===== src/blc_pkg.sv =====
// boot loader command port: shared constants, states and types
// assumes a byte-wide register port with 8-bit addresses, one clock
// Contract
// - boot registers visible only in bootloader application
// - command location: write command, read status
// - payload buffer of up to 128 bytes
// - checksum is inverted eight-bit sum
// - remap command maps RAM, then resets system
// - remap executes at once when accepted
// - invalid RAM program needs host hardware reset
// - remap sent with zero length, checksum 0xEE
// - download prepare initialises download hardware
// - download prepare carries one seed byte
// - host sets pointer before memory write
// - memory write stores payload, pointer advances
// - write length at most 128, checksum follows; the length field here is 7 bits, so at most 127
// - set pointer carries low then high byte
package blc_pkg;
   // ------------------------------------------------------------
   // register map
   // ------------------------------------------------------------
   localparam logic [7:0] BLC_APP_BOOT = 8'h80; // bootloader app id
   localparam logic [7:0] BLC_ADR_CMD = 8'h08; // command / status
   localparam logic [7:0] BLC_ADR_LEN = 8'h09; // payload length
   localparam logic [7:0] BLC_ADR_DATA = 8'h0a; // first payload byte
   localparam logic [7:0] BLC_ADR_DATA_END = 8'h8a; // end of payload window, aliases byte 0
   localparam logic [7:0] BLC_ADR_CSUM = 8'h8b; // checksum
   localparam logic [7:0] BLC_ZERO = 8'h00; // reset / success value
   localparam logic [7:0] BLC_ONES = 8'hff; // checksum inversion mask
   localparam int BLC_LEN_W = 7; // length field width
   localparam int BLC_BUF_DEPTH = 128; // payload bytes
   // ------------------------------------------------------------
   // commands and status codes
   // ------------------------------------------------------------
   localparam logic [7:0] BLC_CMD_REMAP = 8'h11; // remap_and_restart
   localparam logic [7:0] BLC_CMD_DL_INIT = 8'h14; // download preparation
   localparam logic [7:0] BLC_CMD_WRITE = 8'h41; // memory write
   localparam logic [7:0] BLC_CMD_SETPTR = 8'h43; // set pointer
   localparam logic [7:0] BLC_ST_CSUM_ERR = 8'h01; // bad checksum
   localparam logic [7:0] BLC_ST_CMD_ERR = 8'h02; // unknown command
   localparam logic [7:0] BLC_ST_LEN_ERR = 8'h03; // wrong length
   localparam logic [7:0] BLC_ST_BUSY = 8'h04; // command running
   // device sequencer states, gray coded along the path
   typedef enum logic [1:0] {
      BLC_IDLE = 2'b00,
      BLC_SUM = 2'b01,
      BLC_EXEC = 2'b11,
      BLC_COPY = 2'b10
   } blc_state_t;
   // host sequencer states
   typedef enum logic [2:0] {
      BLC_H_IDLE = 3'b000,
      BLC_H_CMD = 3'b001,
      BLC_H_LEN = 3'b011,
      BLC_H_DATA = 3'b010,
      BLC_H_CSUM = 3'b110,
      BLC_H_WAIT = 3'b111,
      BLC_H_POLL = 3'b101
   } blc_hstate_t;
endpackage : blc_pkg


===== src/blc_if.sv =====
// boot loader command port: register bus between host and device
// assumes one shared clock; accesses are single-cycle strobes
`timescale 1ns/10ps
interface blc_if;
   logic wr_en; // host write strobe, one cycle
   logic rd_en; // host read strobe, one cycle
   logic [7:0] addr; // register address
   logic [7:0] wdata; // write data
   logic [7:0] rdata; // read data, valid cycle after rd_en
   logic rvalid; // read data valid pulse
   // documented device side
   modport dev (input wr_en, input rd_en, input addr, input wdata, output rdata, output rvalid);
   // host side
   modport host (output wr_en, output rd_en, output addr, output wdata, input rdata, input rvalid);
endinterface : blc_if


===== src/blc_dev.sv =====
// boot loader command port: device end with payload buffer and RAM
// assumes host writes command, length, payload, then checksum
`timescale 1ns/10ps
module blc_dev
   import blc_pkg::*;
#(
   parameter int RAM_AW = 12 // program RAM address width
)(
   input wire logic clk,
   input wire logic srst,
   blc_if.dev bus,
   input wire logic [7:0] app_id, // running application id
   output logic remap, // RAM mapped to zero, level
   output logic sys_reset, // full system reset request, pulse
   output logic dl_init, // download hardware init pulse
   output logic [7:0] dl_seed, // seed for download hardware
   output logic [15:0] ram_ptr // RAM read/write pointer
);
   logic [7:0] cmd; // latched command code
   logic [7:0] stat; // status returned on read
   logic [BLC_LEN_W-1:0] len; // payload length
   logic [7:0] csum; // checksum register
   logic [7:0] buf_mem [BLC_BUF_DEPTH]; // payload buffer
   logic [7:0] ram [2**RAM_AW]; // program RAM
   logic [7:0] sum; // running sum for checking
   logic [BLC_LEN_W:0] idx; // walk index
   blc_state_t st; // sequencer state
   // ------------------------------------------------------------
   // address decode
   // ------------------------------------------------------------
   wire boot_on = (app_id == BLC_APP_BOOT);
   wire in_data = (bus.addr >= BLC_ADR_DATA) && (bus.addr <= BLC_ADR_DATA_END);
   wire [6:0] data_off = 7'(bus.addr - BLC_ADR_DATA);
   wire wr_ok = bus.wr_en && boot_on && (st == BLC_IDLE);
   wire wr_cmd = wr_ok && (bus.addr == BLC_ADR_CMD);
   wire wr_len = wr_ok && (bus.addr == BLC_ADR_LEN);
   wire wr_dat = wr_ok && in_data;
   wire wr_csum = wr_ok && (bus.addr == BLC_ADR_CSUM);
   wire [6:0] walk = idx[6:0];
   wire walk_end = (idx == {1'b0, len});
   wire csum_good = ((sum ^ BLC_ONES) == csum);
   // length a command must carry, or the checksum-only check
   function automatic logic len_ok(input logic [7:0] c, input logic [6:0] l);
      case (c)
         BLC_CMD_REMAP: len_ok = (l == 7'd0);
         BLC_CMD_DL_INIT: len_ok = (l == 7'd1);
         BLC_CMD_SETPTR: len_ok = (l == 7'd2);
         default: len_ok = 1'b1;
      endcase
   endfunction : len_ok
   wire cmd_known = (cmd == BLC_CMD_REMAP) || (cmd == BLC_CMD_DL_INIT) || (cmd == BLC_CMD_WRITE)
      || (cmd == BLC_CMD_SETPTR);
   // ------------------------------------------------------------
   // payload buffer writes
   // ------------------------------------------------------------
   // buffer clears on reset so reads after reset return zero
   always_ff @(posedge clk) begin
      if (srst) begin
         for (int i = 0; i < BLC_BUF_DEPTH; i++) buf_mem[i] <= BLC_ZERO;
      end else if (wr_dat) begin
         buf_mem[data_off] <= bus.wdata;
      end
   end
   // ------------------------------------------------------------
   // read path, one cycle latency
   // ------------------------------------------------------------
   always_ff @(posedge clk) begin
      if (srst) begin
         bus.rdata <= BLC_ZERO;
         bus.rvalid <= 1'b0;
      end else begin
         bus.rvalid <= bus.rd_en;
         if (!boot_on) bus.rdata <= BLC_ZERO;
         else if (bus.addr == BLC_ADR_CMD) bus.rdata <= stat;
         else if (bus.addr == BLC_ADR_LEN) bus.rdata <= {1'b0, len};
         else if (in_data) bus.rdata <= buf_mem[data_off];
         else if (bus.addr == BLC_ADR_CSUM) bus.rdata <= csum;
         else bus.rdata <= BLC_ZERO;
      end
   end
   // ------------------------------------------------------------
   // command sequencer
   // ------------------------------------------------------------
   always_ff @(posedge clk) begin
      if (srst) begin
         cmd <= BLC_ZERO;
         stat <= BLC_ZERO;
         len <= '0;
         csum <= BLC_ZERO;
         sum <= BLC_ZERO;
         idx <= '0;
         st <= BLC_IDLE;
         remap <= 1'b0;
         sys_reset <= 1'b0;
         dl_init <= 1'b0;
         dl_seed <= BLC_ZERO;
         ram_ptr <= '0;
      end else begin
         sys_reset <= 1'b0;
         dl_init <= 1'b0;
         if (wr_cmd) cmd <= bus.wdata;
         if (wr_len) len <= bus.wdata[BLC_LEN_W-1:0];
         case (st)
            BLC_IDLE: begin
               if (wr_csum) begin
                  csum <= bus.wdata;
                  sum <= cmd + {1'b0, len};
                  idx <= '0;
                  stat <= BLC_ST_BUSY;
                  st <= BLC_SUM;
               end
            end
            BLC_SUM: begin
               if (walk_end) st <= BLC_EXEC;
               else begin
                  sum <= sum + buf_mem[walk];
                  idx <= idx + 8'd1;
               end
            end
            BLC_EXEC: begin
               idx <= '0;
               st <= BLC_IDLE;
               if (!csum_good) stat <= BLC_ST_CSUM_ERR;
               else if (!cmd_known) stat <= BLC_ST_CMD_ERR;
               else if (!len_ok(cmd, len)) stat <= BLC_ST_LEN_ERR;
               else begin
                  stat <= BLC_ZERO;
                  case (cmd)
                     BLC_CMD_REMAP: begin
                        remap <= 1'b1;
                        sys_reset <= 1'b1;
                     end
                     BLC_CMD_DL_INIT: begin
                        dl_init <= 1'b1;
                        dl_seed <= buf_mem[0];
                     end
                     BLC_CMD_SETPTR: ram_ptr <= {buf_mem[1], buf_mem[0]};
                     BLC_CMD_WRITE: begin
                        stat <= BLC_ST_BUSY;
                        st <= (len == '0) ? BLC_IDLE : BLC_COPY;
                        if (len == '0) stat <= BLC_ZERO;
                     end
                     default: stat <= BLC_ST_CMD_ERR;
                  endcase
               end
            end
            BLC_COPY: begin
               ram[ram_ptr[RAM_AW-1:0]] <= buf_mem[walk];
               ram_ptr <= ram_ptr + 16'd1;
               idx <= idx + 8'd1;
               if (idx == {1'b0, len} - 8'd1) begin
                  stat <= BLC_ZERO;
                  st <= BLC_IDLE;
               end
            end
            default: st <= BLC_IDLE;
         endcase
      end
   end
endmodule : blc_dev


===== src/flat_wrapper.sv =====
// flat-port wrapper written by rule: the top's interface ports become plain ports
module blc_dev_flat import blc_pkg::*;
#(
   parameter int RAM_AW = 12                             
)
  (clk, srst, app_id, remap, sys_reset, dl_init, dl_seed, ram_ptr, bus_wr_en, bus_rd_en, bus_addr, bus_wdata, bus_rdata, bus_rvalid);
  blc_if bus_i ();
  input wire logic clk;
  input wire logic srst;
  input wire logic [7:0] app_id;
  output logic remap;
  output logic sys_reset;
  output logic dl_init;
  output logic [7:0] dl_seed;
  output logic [15:0] ram_ptr;
  input wire logic [$bits(bus_i.wr_en)-1:0] bus_wr_en;
  input wire logic [$bits(bus_i.rd_en)-1:0] bus_rd_en;
  input wire logic [$bits(bus_i.addr)-1:0] bus_addr;
  input wire logic [$bits(bus_i.wdata)-1:0] bus_wdata;
  output wire logic [$bits(bus_i.rdata)-1:0] bus_rdata;
  output wire logic [$bits(bus_i.rvalid)-1:0] bus_rvalid;
  assign bus_i.wr_en = bus_wr_en;
  assign bus_i.rd_en = bus_rd_en;
  assign bus_i.addr = bus_addr;
  assign bus_i.wdata = bus_wdata;
  assign bus_rdata = bus_i.rdata;
  assign bus_rvalid = bus_i.rvalid;
  blc_dev #(.RAM_AW(RAM_AW)) u_core (.clk(clk), .srst(srst), .bus(bus_i), .app_id(app_id), .remap(remap), .sys_reset(sys_reset), .dl_init(dl_init), .dl_seed(dl_seed), .ram_ptr(ram_ptr));
endmodule

===== config.mk =====
export PLATFORM = sky130hd
export DESIGN_NAME = blc_dev_flat
export DESIGN_NICKNAME = d
export VERILOG_FILES = /design/src/blc_pkg.sv /design/src/blc_if.sv /design/src/blc_dev.sv /design/src/flat_wrapper.sv
export SDC_FILE = /design/constraint.sdc
export NUM_CORES = 2
export LEC_CHECK = 0
export BUFFER_PORTS_ARGS = -buffer_cell sky130_fd_sc_hd__buf_2
export CAP_MARGIN = 20
export CORE_MARGIN = 3
export CORE_UTILIZATION = 25
export CTS_BUF_LIST = sky130_fd_sc_hd__clkbuf_4 sky130_fd_sc_hd__clkbuf_8 sky130_fd_sc_hd__clkbuf_16
export DETAILED_ROUTE_END_ITERATION = 10
export PLACE_DENSITY = 0.34
export SYNTH_ARGS = -nofsm -noshare
export SYNTH_HDL_FRONTEND = slang
export SYNTH_SLANG_ARGS = --single-unit

===== constraint.sdc =====
create_clock -name clk -period 6.26 [get_ports clk]
set_input_delay 0.939 -clock clk [delete_from_list [all_inputs] [get_ports clk]]
set_output_delay 0.939 -clock clk [all_outputs]
set_load 0.005 [all_outputs]

==> impl_metrics.json <==
{
  "die_width_um": 489,
  "syn_area_mm2": 0.0583,
  "portBuffers": 63,
  "grt_usage_pct": 20.8,
  "critPathTopFamily": "multiplexers",
  "synth_fp_nets": 4327,
  "path_clk_slew_ps": 60,
  "synth_cell_types": 71,
  "area_delta_synth_final_pct": 17.2,
  "ys.flop_type": "edfxtp_1",
  "grt_pass1_vias": 40311,
  "drt_wl_total_um": 251000,
  "grt_max_degree": 79,
  "worstSetupPathType": "reg2reg",
  "worstRegToRegCells": 15,
  "vias": 39990,
  "setup_violations": 0,
  "drv_cap": 0,
  "avgRoutedWirePerCell_um": 33.1,
  "synth_edf_count": 1024,
  "cp_data_arrival_time_ps": 6080,
  "yosysWarnings": 0,
  "num_io_pins": 64,
  "stdcell_count": 7565,
  "min_path_cells": 2,
  "dieHeight_um": 489,
  "startpoint_type": "flop",
  "synth_top_cell_by_area": "edfxtp_1",
  "r2r_end": "u_core.sum[6]$_SDFFE_PP0P_",
  "critical_path.cell_chain": "buf_12 > mux4_2 > mux4_2 > mux4_2 > mux2_2 > ha_1 > inv_1 > fa_1 > nor2b_1 > o21ai_0 > a21boi_0 > o21ai_0 > a21oi_1 > or4_1 > a211oi_1",
  "drc": 0,
  "fp-row-count": 176,
  "antenna_found_initial": 21,
  "slew_headroom_pct": 19.7,
  "cts-resized-gates": 0,
  "rsz0062_at_grt": "false",
  "cts_root_buffer": "clkbuf_16",
  "p_per_area_mw_per_mm2": 306,
  "synth.most_common_cell": "nor2_1",
  "leakage_nw": 22.0,
  "clock-sinks": 1111,
  "nFillCells": 23090,
  "drt_iter0_drc": 3655,
  "path_buf_inv": 2,
  "dieArea_mm2": 0.239,
  "dpl.cell_count": 7297,
  "dp_hpwl_um": 169000,
  "cp_slowest_cell": "dfxtp_4",
  "cts_hold_buffers": 0,
  "nets": 4480,
  "synthTopCellsByCount": "1124 x nor2_1, 1024 x edfxtp_1, 541 x mux4_2",
  "cpPeakStageDelay_ps": 780,
  "final_core_util_pct": 29.6,
  "start_util_pct": 25.3,
  "htree_levels": 4,
  "crit_path_max_fanout": 41,
  "fmax_mhz": 186,
  "synth_seq_cells": 1111,
  "crit_required_ps": 6980,
  "worstSkewPairLatency_ps": 820,
  "cts_made_buffers": 147,
  "gp_congestion": 0.794,
  "drive_above_1_share_pct": 26.2,
  "drtAntennaViolNets": 0,
  "end_kind": "flop",
  "fin_setup_tns_ps": 0,
  "crit_path_frequent_cell": "mux4_2",
  "fin_crit_sh_pct": 85.7,
  "ys_async_sr_fraction_pct": 0,
  "overflow": 0,
  "syn_avg_cell_area_um2": 13.7,
  "tightest_slew_ps": 1170,
  "seq_area_frac_synth_pct": 55.7,
  "post-route-min-period_ps": 5370,
  "post_cts_buffers": 0,
  "first_pass_iters": 6,
  "hold_ws_ps": 354,
  "hold_viol": 0,
  "min_to": "u_core.bus.rvalid$_SDFF_PP0_",
  "via_per_inst": 5.29,
  "ff2ff_setup_slack_ps": 890,
  "worstHoldStart": "bus_rd_en",
  "synthCells": 4268,
  "grt_first_pass_wirelength_um": 347000,
  "cts_tree": "yes",
  "core_area_mm2": 0.231,
  "ys_top_cells_by_area": "edfxtp_1 53%, mux4_2 21%, nor2_1 7.2%, mux2i_1 3.3%, dfxtp_1 3.0%",
  "status": "completed",
  "synth_top_area_share_pct": 52.7,
  "slew_violations": 0,
  "ir_drop_uv": 276,
  "clock_skew_ps": 20.0,
  "min_path_type": "in2reg",
  "clockBufferDepth": 3
}
registers in the layout, indices dropped and copies added (netlist names), 7 cells and up, named ones only:
| name | cells |
|---|---|
| u_core.buf_mem | 1024 |
| u_core.bus.rdata | 8 |
| u_core.cmd | 8 |
| u_core.csum | 8 |
| u_core.dl_seed | 8 |
| u_core.idx | 8 |
| u_core.len | 7 |
| u_core.ram_ptr | 16 |
| u_core.sum | 8 |
cell usage in the layout (no fill, tap or decap), types with 10 or more instances in the layout:
master     netlist  final
clkbuf_4         0     21
o31ai_1         16     16
a21oi_1         41     41
xnor2_1         18     18
a31oi_1         10     10
clkbuf_16        0    150
a221oi_1        14     14
xor2_1          18     18
clkinv_2         0     28
nand3_1         35     35
inv_1           23     23
edfxtp_1      1024   1024
buf_4           16    263
buf_12           0     31
buf_2           60     60
mux2i_1        191    191
a211oi_1        14     14
o21bai_1       131    131
or3_1           10     10
nor2_1        1124   1120
mux4_2         541    541
dfxtp_1         87     83
nand2_1        228    220
nand4_1         23     23
nor3_1          53     52
o22ai_1         44     44
clkinv_1         0     33
mux2_2          31     31
a22oi_1         28     28
ha_1            29     28
nor2b_1         29     28
o21ai_0         33     33
layer usage:
metal	up-vias	GRT usage (%)	share of wire (%)
li1	16713	-	-
met4	4	4.91	2.3
met2	1346	33.2	47
met1	21674	29.6	46
met5	-	0	0.011
met3	253	3.05	5.3
cell families (layout without fill, tap and decap cells):
| logic type | count (synthesis) | in the layout | share of synthesized area, % |
|---|---|---|---|
| buffers and inverters | 377 | 643 | 2.72 |
| and+or+nand+nor | 1553 | 1553 | 10.7 |
| DFF | 1111 | 1111 | 55.7 |
| other | 0 | 5 | 0 |
| xor gates and xnor gates | 37 | 37 | 0.579 |
| adders and majority gates | 31 | 31 | 0.691 |
| muxes | 763 | 763 | 24.8 |
| AOI/OAI and AO/OA | 396 | 396 | 4.82 |
per-stage QoR:
stage | setup slack [ps] | power (W) | instance area (um^2)
finish | 893 | 0.0210 | 68400
detailed placement | 878 | 0.0128 | 63700
global placement | 822 | 0.0128 | 63700
CTS | 844 | 0.0213 | 68400
global route | 666 | 0.0217 | 68400
floorplan | 1810 | 0.0112 | 58300
worst max path at each step:
stage | end | slack [ps] | cells past startpoint
floorplan | u_core.sum[6]$_SDFFE_PP0P_ | 1810 | 18
global placement | u_core.sum[6]$_SDFFE_PP0P_ | 820 | 15
detailed placement | u_core.sum[6]$_SDFFE_PP0P_ | 880 | 15
CTS | u_core.sum[6]$_SDFFE_PP0P_ | 840 | 15
global route | u_core.sum[6]$_SDFFE_PP0P_ | 670 | 15
finish | u_core.sum[6]$_SDFFE_PP0P_ | 890 | 15
area by class of cell:
cell class	count	area, um^2	area share (%)
flip-flops and latches	1111	32500	47.5
clock buffers	174	3950	5.78
multi-input cells	2780	24400	35.7
inverters	24	92.6	0.135
well taps	3026	3790	5.54
repair buffers	357	2940	4.29
diodes	5	12.5	0.0183
clock inverters	88	722	1.06
power breakdown:
part	switching (W)	internal, W
Combinational	0.00223	0.00176
Sequential	0.000255	0.00835
Clock	0.00348	0.00488
Note: power is estimated with default switching activity, not from simulation.
